`config.mk`:
```
export PLATFORM = sky130hd
export DESIGN_NAME = config_latch_loader
export DESIGN_NICKNAME = d
export VERILOG_FILES = /design/src/hdl/cfg_latch_pkg.sv /design/src/hdl/config_latch_loader.sv /design/src/hdl/port_drive_decode.sv
export SDC_FILE = /design/constraint.sdc
export NUM_CORES = 1
export LEC_CHECK = 0
export ABC_AREA = 1
export BUFFER_PORTS_ARGS = -buffer_cell sky130_fd_sc_hd__buf_2
export CAP_MARGIN = 40
export CORE_ASPECT_RATIO = 0.6
export CORE_MARGIN = 1
export CORE_UTILIZATION = 45
export DETAILED_ROUTE_END_ITERATION = 8
export PLACE_DENSITY = 0.76
export SYNTH_ARGS = -nofsm -noshare
export SYNTH_HDL_FRONTEND = slang
export SYNTH_SLANG_ARGS = --single-unit
export TNS_END_PERCENT = 30
```
`constraint.sdc`:
```
create_clock -name SYS_CLK -period 2.6 [get_ports SYS_CLK]
set_input_delay 0.26 -clock SYS_CLK [delete_from_list [all_inputs] [get_ports SYS_CLK]]
set_output_delay 0.26 -clock SYS_CLK [all_outputs]
set_load 0.05 [all_outputs]
```
`src/hdl/cfg_latch_pkg.sv`:
```
package cfg_latch_pkg;

    // ------------------------------------------------------------
    // sizes
    // ------------------------------------------------------------
    localparam int ADDR_W    = 4;   // register address width
    localparam int DATA_W    = 8;   // register data width
    localparam int NUM_BYTES = 4;   // bytes in the latch array
    localparam int NUM_PORTS = 8;   // ports 0..6 and 12
    localparam int PORT_PINS = 8;   // pins in one port
    localparam int DRV_W     = 2;   // width of one drive field
    localparam int LOW_PORTS = 4;   // drive fields in byte 0
    localparam int CNT_W     = 16;  // write counter width

    // ------------------------------------------------------------
    // register offsets
    // ------------------------------------------------------------
    localparam logic [ADDR_W-1:0] REG_DRIVE_LOW   = 4'h0;
    localparam logic [ADDR_W-1:0] REG_DRIVE_HIGH  = 4'h1;
    localparam logic [ADDR_W-1:0] REG_RESET_DEBUG = 4'h2;
    localparam logic [ADDR_W-1:0] REG_BOOT_ECC    = 4'h3;
    localparam logic [ADDR_W-1:0] REG_APPLIED_0   = 4'h4;
    localparam logic [ADDR_W-1:0] REG_APPLIED_1   = 4'h5;
    localparam logic [ADDR_W-1:0] REG_APPLIED_2   = 4'h6;
    localparam logic [ADDR_W-1:0] REG_APPLIED_3   = 4'h7;
    localparam logic [ADDR_W-1:0] REG_WRITES_LO   = 4'h8;
    localparam logic [ADDR_W-1:0] REG_WRITES_HI   = 4'h9;

    // ------------------------------------------------------------
    // factory defaults of the four latch bytes
    // ------------------------------------------------------------
    localparam logic [DATA_W-1:0] DEF_BYTE0 = 8'h00;
    localparam logic [DATA_W-1:0] DEF_BYTE1 = 8'h00;
    localparam logic [DATA_W-1:0] DEF_BYTE2 = 8'h40;
    localparam logic [DATA_W-1:0] DEF_BYTE3 = 8'h0A;

    // ------------------------------------------------------------
    // field positions
    // ------------------------------------------------------------
    localparam int EXT_RST_BIT  = 7;  // byte 2
    localparam int DBG_ACC_BIT  = 6;  // byte 2
    localparam int BOOT_SPD_BIT = 0;  // byte 3
    localparam int DPS_LSB      = 1;  // byte 3, two bits
    localparam int ECC_BIT      = 3;  // byte 3
    localparam int PHASE_LSB    = 4;  // byte 3, four bits

    // ------------------------------------------------------------
    // encodings and constants
    // ------------------------------------------------------------
    typedef enum logic [1:0] {
        DRV_ANALOG_HIZ  = 2'b00,
        DRV_DIGITAL_HIZ = 2'b01,
        DRV_PULL_UP     = 2'b10,
        DRV_PULL_DOWN   = 2'b11
    } drive_mode_e;

    typedef enum logic [1:0] {
        DBG_JTAG5 = 2'b00,
        DBG_JTAG4 = 2'b01,
        DBG_SWD   = 2'b10,
        DBG_OFF   = 2'b11
    } dbg_port_e;

    localparam logic [6:0]       BOOT_MHZ_SLOW = 7'h0C;  // 12 MHz
    localparam logic [6:0]       BOOT_MHZ_FAST = 7'h30;  // 48 MHz
    localparam logic [CNT_W-1:0] CNT_MAX       = 16'hFFFF;
    localparam logic [DATA_W-1:0] ZERO_BYTE    = 8'h00;

endpackage

```
`src/hdl/config_latch_loader.sv`:
```
// Added by the designer: the plain strobed port.
`timescale 1ns/10ps

// Notes on behaviour
// RULE1: four latch bytes applied whenever reset ends
// RULE2: drive field picks analog, digital, pull-up, pull-down
// RULE3: whole port shares one drive mode
// RULE4: ext reset bit turns shared pin into reset
// RULE5: debug access bit zero blocks all debug
// RULE6: boot speed bit picks 12 or 48 MHz
// RULE7: debug port select: jtag5, jtag4, swd, off
// RULE8: ecc bit one keeps extra flash for ecc
// RULE9: four-bit phase delay passed to clock logic
// RULE10: tools must limit latch erase/write cycles
// RULE11: sampled in reset, frozen until next reset
// RULE12: byte 0 ports 0-3, byte 1 ports 4,5,6,12

module config_latch_loader
    import cfg_latch_pkg::*;
(
    // clock and resets
    input  wire logic                           SYS_CLK,
    input  wire logic                           RST_N,
    input  wire logic                           POR_N,
    // register port
    input  wire logic [ADDR_W-1:0]              REG_ADDR,
    input  wire logic [DATA_W-1:0]              REG_WDATA,
    input  wire logic                           REG_WR,
    input  wire logic                           REG_RD,
    output logic      [DATA_W-1:0]              REG_RDATA,
    // port reset drive
    output logic      [NUM_PORTS*DRV_W-1:0]     PORT_DRIVE_MODE,
    output logic      [NUM_PORTS*PORT_PINS-1:0] PIN_ANALOG_HIZ,
    output logic      [NUM_PORTS*PORT_PINS-1:0] PIN_DIGITAL_HIZ,
    output logic      [NUM_PORTS*PORT_PINS-1:0] PIN_PULL_UP,
    output logic      [NUM_PORTS*PORT_PINS-1:0] PIN_PULL_DOWN,
    // reset pin and debug
    output logic                                EXT_RESET_SEL,
    output logic                                DEBUG_ACCESS_EN,
    output logic      [1:0]                     DEBUG_PORT_MODE,
    output logic                                DEBUG_JTAG5_EN,
    output logic                                DEBUG_JTAG4_EN,
    output logic                                DEBUG_SWD_EN,
    // boot clock, flash, phase
    output logic                                BOOT_CLK_FAST,
    output logic      [6:0]                     BOOT_CLK_MHZ,
    output logic                                ECC_ENABLE,
    output logic                                ECC_AREA_FREE,
    output logic      [3:0]                     PHASE_DELAY
);

    // ------------------------------------------------------------
    // helpers
    // ------------------------------------------------------------

    // true for the four latch byte offsets
    function automatic logic is_latch_addr(input logic [ADDR_W-1:0] a);
        is_latch_addr = (a <= REG_BOOT_ECC);
    endfunction

    // debug port enables {jtag5, jtag4, swd}, gated by access bit
    function automatic logic [2:0] dbg_ports(input logic [1:0] sel,
                                             input logic       acc);
        logic [2:0] r;
        r = 3'h0;
        if (acc) begin
            case (sel)
                DBG_JTAG5: r = 3'b100;
                DBG_JTAG4: r = 3'b010;
                DBG_SWD:   r = 3'b001;
                default:   r = 3'b000;  // all debug ports off
            endcase
        end
        dbg_ports = r;
    endfunction

    // ------------------------------------------------------------
    // storage
    // ------------------------------------------------------------
    logic [DATA_W-1:0] latch_q [NUM_BYTES];  // nonvolatile bytes
    logic [DATA_W-1:0] cfg_q   [NUM_BYTES];  // applied copy
    logic [CNT_W-1:0]  writes_q;             // latch writes seen
    logic [DATA_W-1:0] rdata_q;              // read answer
    logic [2:0]        dbg_q;                // decoded debug ports
    logic [6:0]        mhz_q;                // boot clock rate
    logic [ADDR_W-1:0] rd_idx;               // register offset of read
    logic [1:0]        wr_idx;               // latch index of write

    assign wr_idx = REG_ADDR[1:0];
    assign rd_idx = REG_ADDR;

    // ------------------------------------------------------------
    // latch array
    // ------------------------------------------------------------

    // kept across device reset; only power-on restores defaults.
    // writes are refused while the device is in reset so that
    // the byte being sampled cannot change under the sample.
    always_ff @(posedge SYS_CLK) begin
        if (!POR_N) begin
            latch_q[0] <= DEF_BYTE0;
            latch_q[1] <= DEF_BYTE1;
            latch_q[2] <= DEF_BYTE2;
            latch_q[3] <= DEF_BYTE3;
        end else if (RST_N && REG_WR && is_latch_addr(REG_ADDR)) begin
            latch_q[wr_idx] <= REG_WDATA;
        end
    end

    // ------------------------------------------------------------
    // wear counter
    // ------------------------------------------------------------

    // lets a programming tool see how often the array was written;
    // saturates rather than wrapping so wear is never understated
    always_ff @(posedge SYS_CLK) begin
        if (!POR_N) begin
            writes_q <= '0;
        end else if (RST_N && REG_WR && is_latch_addr(REG_ADDR)) begin
            if (writes_q != CNT_MAX) begin
                writes_q <= writes_q + 1'b1;  // [RULE10]
            end
        end
    end

    // ------------------------------------------------------------
    // applied configuration
    // ------------------------------------------------------------

    // tracks the latch for as long as reset is low, so the value
    // at the release edge is the one that stays in force
    always_ff @(posedge SYS_CLK) begin
        if (!POR_N) begin
            cfg_q[0] <= DEF_BYTE0;
            cfg_q[1] <= DEF_BYTE1;
            cfg_q[2] <= DEF_BYTE2;
            cfg_q[3] <= DEF_BYTE3;
        end else if (!RST_N) begin
            cfg_q[0] <= latch_q[0];  // [RULE1] [RULE11]
            cfg_q[1] <= latch_q[1];  // [RULE1] [RULE11]
            cfg_q[2] <= latch_q[2];  // [RULE1] [RULE11]
            cfg_q[3] <= latch_q[3];  // [RULE1] [RULE11]
        end
    end

    // decoded debug enables, sampled the same way
    always_ff @(posedge SYS_CLK) begin
        if (!POR_N) begin
            dbg_q <= dbg_ports(DEF_BYTE3[DPS_LSB +: 2], DEF_BYTE2[DBG_ACC_BIT]);
        end else if (!RST_N) begin
            dbg_q <= dbg_ports(latch_q[3][DPS_LSB +: 2],
                               latch_q[2][DBG_ACC_BIT]);  // [RULE5] [RULE7]
        end
    end

    // boot clock rate in MHz for the oscillator setup
    always_ff @(posedge SYS_CLK) begin
        if (!POR_N) begin
            mhz_q <= BOOT_MHZ_SLOW;
        end else if (!RST_N) begin
            if (latch_q[3][BOOT_SPD_BIT]) begin
                mhz_q <= BOOT_MHZ_FAST;  // [RULE6]
            end else begin
                mhz_q <= BOOT_MHZ_SLOW;  // [RULE6]
            end
        end
    end

    // ------------------------------------------------------------
    // port drive decoders
    // ------------------------------------------------------------

    // index 0..3 are ports 0..3 in byte 0; index 4..7 are ports
    // 4, 5, 6 and 12 in byte 1, lowest port in the low bits
    genvar p;
    generate
        for (p = 0; p < NUM_PORTS; p++) begin : g_port
            localparam int BYTE = (p < LOW_PORTS) ? 0 : 1;
            localparam int LSB  = (p % LOW_PORTS) * DRV_W;
            port_drive_decode u_drv (
                .clk         (SYS_CLK),
                .rst_n       (RST_N),
                .por_n       (POR_N),
                .field       (latch_q[BYTE][LSB +: DRV_W]),  // [RULE12]
                .mode_q      (PORT_DRIVE_MODE[p*DRV_W +: DRV_W]),
                .analog_q    (PIN_ANALOG_HIZ[p*PORT_PINS +: PORT_PINS]),
                .digital_q   (PIN_DIGITAL_HIZ[p*PORT_PINS +: PORT_PINS]),
                .pull_up_q   (PIN_PULL_UP[p*PORT_PINS +: PORT_PINS]),
                .pull_down_q (PIN_PULL_DOWN[p*PORT_PINS +: PORT_PINS])
            );
        end
    endgenerate

    // ------------------------------------------------------------
    // register reads
    // ------------------------------------------------------------

    // answer stands for exactly one cycle after the strobe;
    // unmapped offsets and reads during reset answer zero
    always_ff @(posedge SYS_CLK) begin
        if (!RST_N || !REG_RD) begin
            rdata_q <= ZERO_BYTE;
        end else begin
            case (rd_idx)
                REG_DRIVE_LOW:   rdata_q <= latch_q[0];
                REG_DRIVE_HIGH:  rdata_q <= latch_q[1];
                REG_RESET_DEBUG: rdata_q <= latch_q[2];
                REG_BOOT_ECC:    rdata_q <= latch_q[3];
                REG_APPLIED_0:   rdata_q <= cfg_q[0];
                REG_APPLIED_1:   rdata_q <= cfg_q[1];
                REG_APPLIED_2:   rdata_q <= cfg_q[2];
                REG_APPLIED_3:   rdata_q <= cfg_q[3];
                REG_WRITES_LO:   rdata_q <= writes_q[7:0];
                REG_WRITES_HI:   rdata_q <= writes_q[15:8];
                default:         rdata_q <= ZERO_BYTE;  // unmapped
            endcase
        end
    end

    assign REG_RDATA = rdata_q;

    // ------------------------------------------------------------
    // outputs, all straight from flip-flops except ECC_AREA_FREE, which goes through an inverter
    // ------------------------------------------------------------
    assign EXT_RESET_SEL   = cfg_q[2][EXT_RST_BIT];      // [RULE4]
    assign DEBUG_ACCESS_EN = cfg_q[2][DBG_ACC_BIT];      // [RULE5]
    assign DEBUG_PORT_MODE = cfg_q[3][DPS_LSB +: 2];     // [RULE7]
    assign DEBUG_JTAG5_EN  = dbg_q[2];
    assign DEBUG_JTAG4_EN  = dbg_q[1];
    assign DEBUG_SWD_EN    = dbg_q[0];
    assign BOOT_CLK_FAST   = cfg_q[3][BOOT_SPD_BIT];     // [RULE6]
    assign BOOT_CLK_MHZ    = mhz_q;
    assign ECC_ENABLE      = cfg_q[3][ECC_BIT];          // [RULE8]
    assign ECC_AREA_FREE   = !cfg_q[3][ECC_BIT];         // [RULE8]
    assign PHASE_DELAY     = cfg_q[3][PHASE_LSB +: 4];   // [RULE9]

    // ------------------------------------------------------------
    // checks
    // ------------------------------------------------------------

    // applied bytes follow the latch one edge later inside reset
    AST_LOAD_IN_RESET: assert property ( // [RULE1]
        @(posedge SYS_CLK) disable iff (!POR_N)
        (!RST_N && $past(POR_N)) |=> (cfg_q[3] == $past(latch_q[3])
                       && cfg_q[0] == $past(latch_q[0]))
        ) else $error("configuration not taken from latch in reset");

    // applied bytes 2 and 3 and the port drive modes do not change while out of reset
    AST_FROZEN: assert property ( // [RULE11]
        @(posedge SYS_CLK) disable iff (!RST_N || !POR_N)
        $past(RST_N) |-> ($stable(cfg_q[2]) && $stable(cfg_q[3])
                          && $stable(PORT_DRIVE_MODE))
        ) else $error("applied configuration changed outside reset");

    // a latch write shows up in the latch read two cycles on
    AST_WRITE_READBACK: assert property ( // [RULE1]
        @(posedge SYS_CLK) disable iff (!RST_N || !POR_N)
        (REG_WR && REG_ADDR == REG_BOOT_ECC) ##1 (REG_RD && REG_ADDR == REG_BOOT_ECC
            && !REG_WR) |=> (REG_RDATA == $past(REG_WDATA, 2))
        ) else $error("latch byte did not read back");

    AST_EXT_RESET: assert property ( // [RULE4]
        @(posedge SYS_CLK) disable iff (!RST_N || !POR_N)
        EXT_RESET_SEL == cfg_q[REG_RESET_DEBUG[1:0]][EXT_RST_BIT]
        ) else $error("external reset select wrong");

    AST_DEBUG_BLOCKED: assert property ( // [RULE5]
        @(posedge SYS_CLK) disable iff (!RST_N || !POR_N)
        !DEBUG_ACCESS_EN |-> !(DEBUG_JTAG5_EN || DEBUG_JTAG4_EN || DEBUG_SWD_EN)
        ) else $error("debug port open while access blocked");

    AST_DEBUG_SELECT: assert property ( // [RULE7]
        @(posedge SYS_CLK) disable iff (!RST_N || !POR_N)
        {DEBUG_JTAG5_EN, DEBUG_JTAG4_EN, DEBUG_SWD_EN}
            == dbg_ports(DEBUG_PORT_MODE, DEBUG_ACCESS_EN)
        ) else $error("debug port enables do not match select");

    AST_BOOT_RATE: assert property ( // [RULE6]
        @(posedge SYS_CLK) disable iff (!RST_N || !POR_N)
        BOOT_CLK_MHZ == (BOOT_CLK_FAST ? BOOT_MHZ_FAST : BOOT_MHZ_SLOW)
        ) else $error("boot clock rate does not match speed bit");

    AST_ECC_USE: assert property ( // [RULE8]
        @(posedge SYS_CLK) disable iff (!RST_N || !POR_N)
        (ECC_ENABLE != ECC_AREA_FREE) && (ECC_ENABLE == cfg_q[3][ECC_BIT])
        ) else $error("ecc area use inconsistent");

    AST_PHASE: assert property ( // [RULE9]
        @(posedge SYS_CLK) disable iff (!RST_N || !POR_N)
        PHASE_DELAY == cfg_q[3][7:4]
        ) else $error("phase delay not taken from byte 3");

    // port 12 drive comes from the top bits of byte 1
    AST_PORT_MAP: assert property ( // [RULE12]
        @(posedge SYS_CLK) disable iff (!RST_N || !POR_N)
        (PORT_DRIVE_MODE[15:14] == cfg_q[1][7:6])
        && (PORT_DRIVE_MODE[1:0] == cfg_q[0][1:0])
        ) else $error("port drive field mapped to wrong port");

endmodule

```
`src/hdl/port_drive_decode.sv`:
```
`timescale 1ns/10ps

module port_drive_decode
    import cfg_latch_pkg::*;
(
    // clock and reset
    input  wire logic                 clk,
    input  wire logic                 rst_n,
    input  wire logic                 por_n,
    // drive field as stored in the latch
    input  wire logic [DRV_W-1:0]     field,
    // applied mode and per-pin controls
    output logic      [DRV_W-1:0]     mode_q,
    output logic      [PORT_PINS-1:0] analog_q,
    output logic      [PORT_PINS-1:0] digital_q,
    output logic      [PORT_PINS-1:0] pull_up_q,
    output logic      [PORT_PINS-1:0] pull_down_q
);

    // ------------------------------------------------------------
    // sampled mode, frozen outside reset
    // ------------------------------------------------------------
    always_ff @(posedge clk) begin
        if (!por_n) begin
            mode_q <= DRV_ANALOG_HIZ;
        end else if (!rst_n) begin
            mode_q <= field;  // [RULE11]
        end
    end

    // ------------------------------------------------------------
    // one decoder per pin, all fed by the same field
    // ------------------------------------------------------------
    genvar i;
    generate
        for (i = 0; i < PORT_PINS; i++) begin : g_pin
            // every pin takes the port's mode, no per-pin choice
            always_ff @(posedge clk) begin
                if (!por_n) begin
                    analog_q[i]    <= 1'b1;
                    digital_q[i]   <= 1'b0;
                    pull_up_q[i]   <= 1'b0;
                    pull_down_q[i] <= 1'b0;
                end else if (!rst_n) begin
                    analog_q[i]    <= (field == DRV_ANALOG_HIZ);   // [RULE2] [RULE3]
                    digital_q[i]   <= (field == DRV_DIGITAL_HIZ);  // [RULE2] [RULE3]
                    pull_up_q[i]   <= (field == DRV_PULL_UP);      // [RULE2] [RULE3]
                    pull_down_q[i] <= (field == DRV_PULL_DOWN);    // [RULE2] [RULE3]
                end
            end
        end
    endgenerate

    // ------------------------------------------------------------
    // checks
    // ------------------------------------------------------------
    AST_PINS_ALIKE: assert property ( // [RULE3]
        @(posedge clk) disable iff (!rst_n)
        (pull_up_q == '0 || pull_up_q == '1) && (analog_q == '0 || analog_q == '1))
        else $error("pins of one port differ in drive mode");

    AST_MODE_DECODE: assert property ( // [RULE2]
        @(posedge clk) disable iff (!rst_n)
        (pull_down_q[0] == (mode_q == DRV_PULL_DOWN))
        && (digital_q[0] == (mode_q == DRV_DIGITAL_HIZ)))
        else $error("pin control does not match drive mode");

endmodule

```
==> out/metrics.csv, run 1 <==
metric;value;unit
Die X;171;um
H-tree Lvls;4;
Final Non-Filler Cells;1282;
Syn Area/Cell;8.15;um^2
sequence of cells on the critical path;buf_2;
CP peak stage delay;550;ps
gr ovfl total;0;
iteration count of the initial detailed-routing pass;6;
Pleak;0.00453;uW
CP max-delay cell;dfxtp_1;
Synth Warn #;0;
total length of routed met2 wires;8440;um
Worst VDD drop;0.000510;V
commonest non-fill, non-tap cells in the layout;314 x buf_2, 207 x nand2_1, 113 x nor2_1;
Avg WL per Cell;14.5;um
Bufs and invs on worst path;1;
min cycle time layout;1570;ps
Die Area;0.0176;mm^2
Skew-Pair Late Insertion Delay;420;ps
CP max FO;9;
Iter 0 DRT Violations;554;
fmax;635;MHz
IO Count;318;
Vias;6020;
CTS tree;yes;
Post-CTS Hold Buffers;0;
Placed Cells;1250;
post-DP HPWL;14000;um
FF-to-FF End;writes_q[1];
CTS Sinks;141;
Largest delay share family, worst path;flip-flops;
Setup WS post-layout;1030;ps
Initial Utilization;46.7;%
crit path kind;reg2out;
Pwr per Cell Area;749;mW/mm^2
CTS clk-pin slew, worst paths;60;ps
Routed WL;18600;um
clk buf depth;2;
distinct cell type count after synthesis;31;
crit path DAT;1310;ps
Power Total;6280;uW
overall routing resource usage;20.3;%
Vias/cell;4.70;
antenna violations before repair;0;
crit start category;flop;
final hold slack;197;ps
HP Class;in2reg;
FF+latch count, synth;141;
critical path data required time;2340;ps
area grow syn2layout;8.84;%
I/O Buffers;314;
GP Congestion;0.925;
FF-to-FF Start;writes_q[1];
setup tns final;0;ps
Crit. End Element;output pin;
Met1 Wirelength;8020;um
FF+latch area;0.00346;mm^2
Final Cycle Share;60.5;%
Worst-Margin Slew;680;ps
DRC;0;
Layout Skew;12.6;ps
nets@finish;1059;
status;finished clean;
area of the multi-input gates;0.00210;mm^2
hold path start;POR_N;
reg2reg setup slack;1030;ps
Min-Delay Endpoint;writes_q[8];
Final Max Slew Viols;0;
fillcell total;1549;
pre-CTS setup slack;732;ps
TritonCTS Buffers;17;
DRT antenna net count;0;
Gates resized, CTS repair;0;
CTS root buf;clkbuf_16;
WL met3;1920;um
unrepaired setup endpoints after global routing;false;
Synth Cell Area;0.00770;mm^2
row cnt;36;
Placeable Area;0.0165;mm^2
# Post-CTS Setup Buffers;0;
Hold Vio Cnt, Final;0;
R2R depth;9;
max cap viols;0;
Final setup viols;0;
Mapped Cells;945;
DR top layer;met4;
first-pass GRT wire length;26100;um
leading cell type in the layout, fill and taps excluded;buf_2;
Hold Crit Depth;3;
Slew HR;54.6;%
ant diodes;0;
largest net degree at the start of global routing;44;
share of cells above drive strength 1;36.8;%
vias in the first global route;4694;
register area share after synthesis;45.0;%
DIE HEIGHT;103;um
==> worst max path at each step <==
| stage | from | endpoint | slack [ps] | cells past startpoint |
|---|---|---|---|---|
| 6_report | g_port[7].u_drv.analog_q[7] | PIN_ANALOG_HIZ[59] | 1030 | 1 |
| 2_1_floorplan | POR_N | cfg_q[0][0] | 750 | 2 |
| 3_5_place_dp | REG_ADDR[2] | latch_q[2][0] | 730 | 10 |
| 3_3_place_gp | REG_ADDR[3] | latch_q[2][5] | 820 | 10 |
| 4_1_cts | g_port[2].u_drv.analog_q[7] | PIN_ANALOG_HIZ[20] | 1010 | 1 |
| 5_1_grt | writes_q[0] | writes_q[1] | 880 | 8 |
==> routing by layer <==
layer,GRT usage [%],up-vias
li1,-,2913
met1,28.0,2714
met2,32.3,375
met3,4.15,18
met4,6.94,0
met5,0,-
==> cell usage after synthesis <==
cell type	n	area, um^2
inv_1	80	300
nor2_2	9	56.3
or2_2	1	6.26
a22o_1	2	17.5
o211a_1	1	10.0
buf_1	1	3.75
o31ai_1	2	15.0
clkinv_1	1	3.75
nand2_2	4	25.0
nor2_1	113	424
nand2_1	208	781
ha_1	1	12.5
a21oi_1	7	35.0
nor2_8	2	40.0
inv_2	9	33.8
nor3_1	8	40.0
buf_2	4	20.0
conb_1	1	3.75
buf_4	232	1740
nor2_4	9	101
clkbuf_1	6	22.5
edfxtp_1	64	1920
o21ai_0	27	135
nand3_1	69	345
or2_1	1	6.26
nand2_4	2	22.5
nand3b_1	1	7.51
nand4_1	1	6.26
buf_6	1	11.3
inv_4	1	6.26
dfxtp_1	77	1540
==> through the flow <==
stage                     utilization [%]  cell area [um^2]
after floorplan                         -              7700
after CTS                            50.8              8380
after global routing                 50.8              8380
after detailed placement             47.3              7800
final                                50.8              8380
after global placement               47.3              7800
==> worst min-delay path, cell delays in order <==
cell and delay (ps):
buf_2 90, inv_2 80, nor2_1 130
==> state kept, by name, indices dropped and copies added (netlist names) <==
| name | flops |
|---|---|
| g_port.u_drv.pull_down_q | 8 |
| cfg_q | 32 |
| g_port.u_drv.analog_q | 8 |
| BOOT_CLK_MHZ | 2 |
| REG_RDATA | 8 |
| latch_q | 32 |
| g_port.u_drv.mode_q | 16 |
| g_port.u_drv.pull_up_q | 8 |
| g_port.u_drv.digital_q | 8 |
| writes_q | 16 |
| dbg_q | 3 |
==> cell type report <==
class | instances | share of cell area (%)
sequential | 141 | 41.3
tap | 228 | 3.41
inverter | 91 | 4.11
multi-input combinational | 471 | 25.1
clock inverter | 9 | 0.657
timing repair buffer | 319 | 19.2
clock buffer | 23 | 6.21
==> power breakdown <==
group	internal (uW)	total, uW	switching (uW)
Clock	1400	2330	922
Combinational	229	1400	1170
Sequential	2440	2550	115
==> cells by family (layout without fill, tap and decap cells) <==
group	Yosys count	count (layout)	share of synthesized area [%]
simple gates	428	428	24.2
buf+inv	335	442	27.8
flops	141	141	45.0
compound gates	39	39	2.76
fa+ha+maj	1	1	0.163
other cells	1	3	0.0487
Power figures use the tool's default switching activity.
==> run 2, diff against run 1 <==
--- a/config.mk
+++ b/config.mk
@@ -10,9 +10,9 @@
 export CAP_MARGIN = 40
 export CORE_ASPECT_RATIO = 0.6
 export CORE_MARGIN = 1
-export CORE_UTILIZATION = 45
+export CORE_UTILIZATION = 44
 export DETAILED_ROUTE_END_ITERATION = 8
-export PLACE_DENSITY = 0.76
+export PLACE_DENSITY = 0.77
 export SYNTH_ARGS = -nofsm -noshare
 export SYNTH_HDL_FRONTEND = slang
 export SYNTH_SLANG_ARGS = --single-unit
==> constraint.sdc (replaced) <==
create_clock -name SYS_CLK -period 1.3 [get_ports SYS_CLK]
set_input_delay 0.13 -clock SYS_CLK [delete_from_list [all_inputs] [get_ports SYS_CLK]]
set_output_delay 0.13 -clock SYS_CLK [all_outputs]
set_load 0.05 [all_outputs]
==> run 2 against run 1 <==
Effect of this change:
- cell count up 5.5%
- critical endpoint is now writes_q[11]
- combinational power grew 120%
- power is 110% higher
- flip-flop and latch count is the same
- first-iteration DRC count decreased by 0.72%
- the run now ends with negative setup slack left
- sequential share of layout area fell by 4.2 points
- via count is 5.1% higher
- design area increased by 13%
- clock power rose by 110%
- global-route usage rose by 1.1 points
==> out/metrics.csv, run 2 (synthesized netlist as in run 1, its figures left out) <==
metric;value;unit;change
crit path DAT;1650;ps;+340 ps
ant diodes;0;;unchanged
CTS root buf;clkbuf_16;;
sequence of cells on the critical path;ha_4 > nand3_4 > nor2_2 > nand2_2 > a21oi_1 > nor2_1;;
gr ovfl total;0;;unchanged
iteration count of the initial detailed-routing pass;5;;-1
area grow syn2layout;22.8;%;
Hold Crit Depth;3;;unchanged
TritonCTS Buffers;17;;unchanged
overall routing resource usage;21.5;%;+1.1 points
largest registers;cfg_q: 32 flops, latch_q: 32 flops;;
fillcell total;1525;;-1.5%
share of cells above drive strength 1;45.3;%;+8.4 points
FF+latch area;0.00351;mm^2;+1.3%
Util after Layout;55.2;%;+4.4 points
antenna violations before repair;0;;unchanged
Placeable Area;0.0171;mm^2;+3.9%
I/O Buffers;314;;unchanged
CP peak stage delay;350;ps;-200 ps
min cycle time layout;1330;ps;
Final setup viols;15;;+15
CP max FO;7;;-2
Iter 0 DRT Violations;550;;-0.72%
IO Count;318;;unchanged
Bufs and invs on worst path;0;;-1
HP Class;in2reg;;
FF-to-FF Start;writes_q[1];;
max cap viols;0;;unchanged
Setup WS post-layout;-34.7;ps;-1060 ps
row cnt;37;;+2.8%
Pleak;0.00495;uW;+9.3%
nets@finish;1123;;+6.0%
Largest delay share family, worst path;simple AND/OR/NAND/NOR gates;;
unrepaired setup endpoints after global routing;true;;
Final Max Slew Viols;0;;unchanged
Initial Utilization;44.9;%;-1.8 points
GP Congestion;0.888;;-4.0%
Die Area;0.0180;mm^2;+2.2%
crit start category;flop;;
Pwr per Cell Area;1390;mW/mm^2;+86%
final hold slack;60.1;ps;-137 ps
CTS clk-pin slew, worst paths;70;ps;about the same
vias in the first global route;5461;;+16%
hold path start;REG_WDATA[6];;
failing checks;negative setup slack;;
DRT antenna net count;0;;unchanged
Hold Vio Cnt, Final;0;;unchanged
Layout Skew;8.30;ps;-4.34 ps
area of the multi-input gates;0.00219;mm^2;+4.1%
Post-CTS Hold Buffers;0;;unchanged
Vias/cell;4.68;;-0.31%
CP max-delay cell;dfxtp_2;;
commonest non-fill, non-tap cells in the layout;203 x nand2_1, 194 x buf_2, 148 x buf_4;;
Routed WL;19500;um;+5.0%
status;complete, but fails checks;;
leading cell type in the layout, fill and taps excluded;nand2_1;;
Vias;6329;;+5.1%
crit path kind;reg2reg;;
fmax;749;MHz;
R2R depth;6;;-3
largest net degree at the start of global routing;44;;unchanged
Die X;173;um;+1.1%
H-tree Lvls;4;;unchanged
Min-Delay Endpoint;latch_q[2][6];;
first-pass GRT wire length;29500;um;+13%
Worst VDD drop;0.000817;V;+60%
DRC;0;;unchanged
reg2reg setup slack;-30;ps;-1060 ps
DIE HEIGHT;104;um;+1.1%
Final Cycle Share;103;%;
Avg WL per Cell;14.4;um;-0.47%
critical path data required time;1610;ps;-730 ps
Skew-Pair Late Insertion Delay;420;ps;about the same
CTS tree;yes;;
Crit. End Element;flop;;
FF-to-FF End;writes_q[11];;
setup tns final;-157;ps;-157 ps
post-DP HPWL;14600;um;+4.5%
CTS Sinks;141;;unchanged
clk buf depth;2;;unchanged
==> run 2: metal layers <==
metal | vias up | share of wire, % | GRT usage [%]
met4 | 0 | 1.3 | 6.64
met2 | 350 | 45 | 34.4
li1 | 3057 | - | -
met1 | 2900 | 43 | 28.6
met3 | 22 | 10 | 5.04
met5 | - | 0 | 0
==> run 2: through the flow <==
stage	total power (uW)	setup WS, ps	cells	area, um^2
floorplan	7830	-226	947	7710
global placement	8100	-81.1	1318	8400
CTS	13200	-61.9	1351	9270
detailed placement	8120	-126	1318	8400
global route	13500	-119	1352	9450
finish	13100	-34.7	1352	9450
==> run 2: report_power, final <==
part | internal (uW) | switching (uW) | total [uW]
Combinational | 700 | 2380 | 3080
Clock | 2950 | 1990 | 4940
Sequential | 4880 | 236 | 5120
==> run 2: what timing repair did <==
item                       4_1_cts  5_1_grt
gates cloned                     1        0
resized for setup              105       85
pin swaps                        4        4
setup endpoints to repair      237      201
setup buffers                    0        1
==> run 2: how the worst max path moves through the flow <==
stage	startpoint	end	slack, ps	cells past startpoint
after global routing	writes_q[5]	writes_q[14]	-120	7
after global placement	writes_q[0]	writes_q[1]	-80	9
after detailed placement	writes_q[0]	writes_q[0]	-130	9
final	writes_q[1]	writes_q[11]	-30	6
after floorplan	REG_ADDR[3]	latch_q[3][0]	-230	5
after CTS	g_port[0].u_drv.digital_q[0]	PIN_DIGITAL_HIZ[4]	-60	1
==> run 2: worst min-delay path, stage by stage <==
cell and delay, ps:
buf_2 70, inv_1 80, nand2_1 80
==> run 2: final cells by class <==
type	count	area share (%)
flip-flops and latches	141	37.1
clock inverters	12	1.27
multi-input cells	472	23.1
repair buffers	382	26.5
well taps	234	3.10
inverters	91	3.67
clock buffers	20	5.18
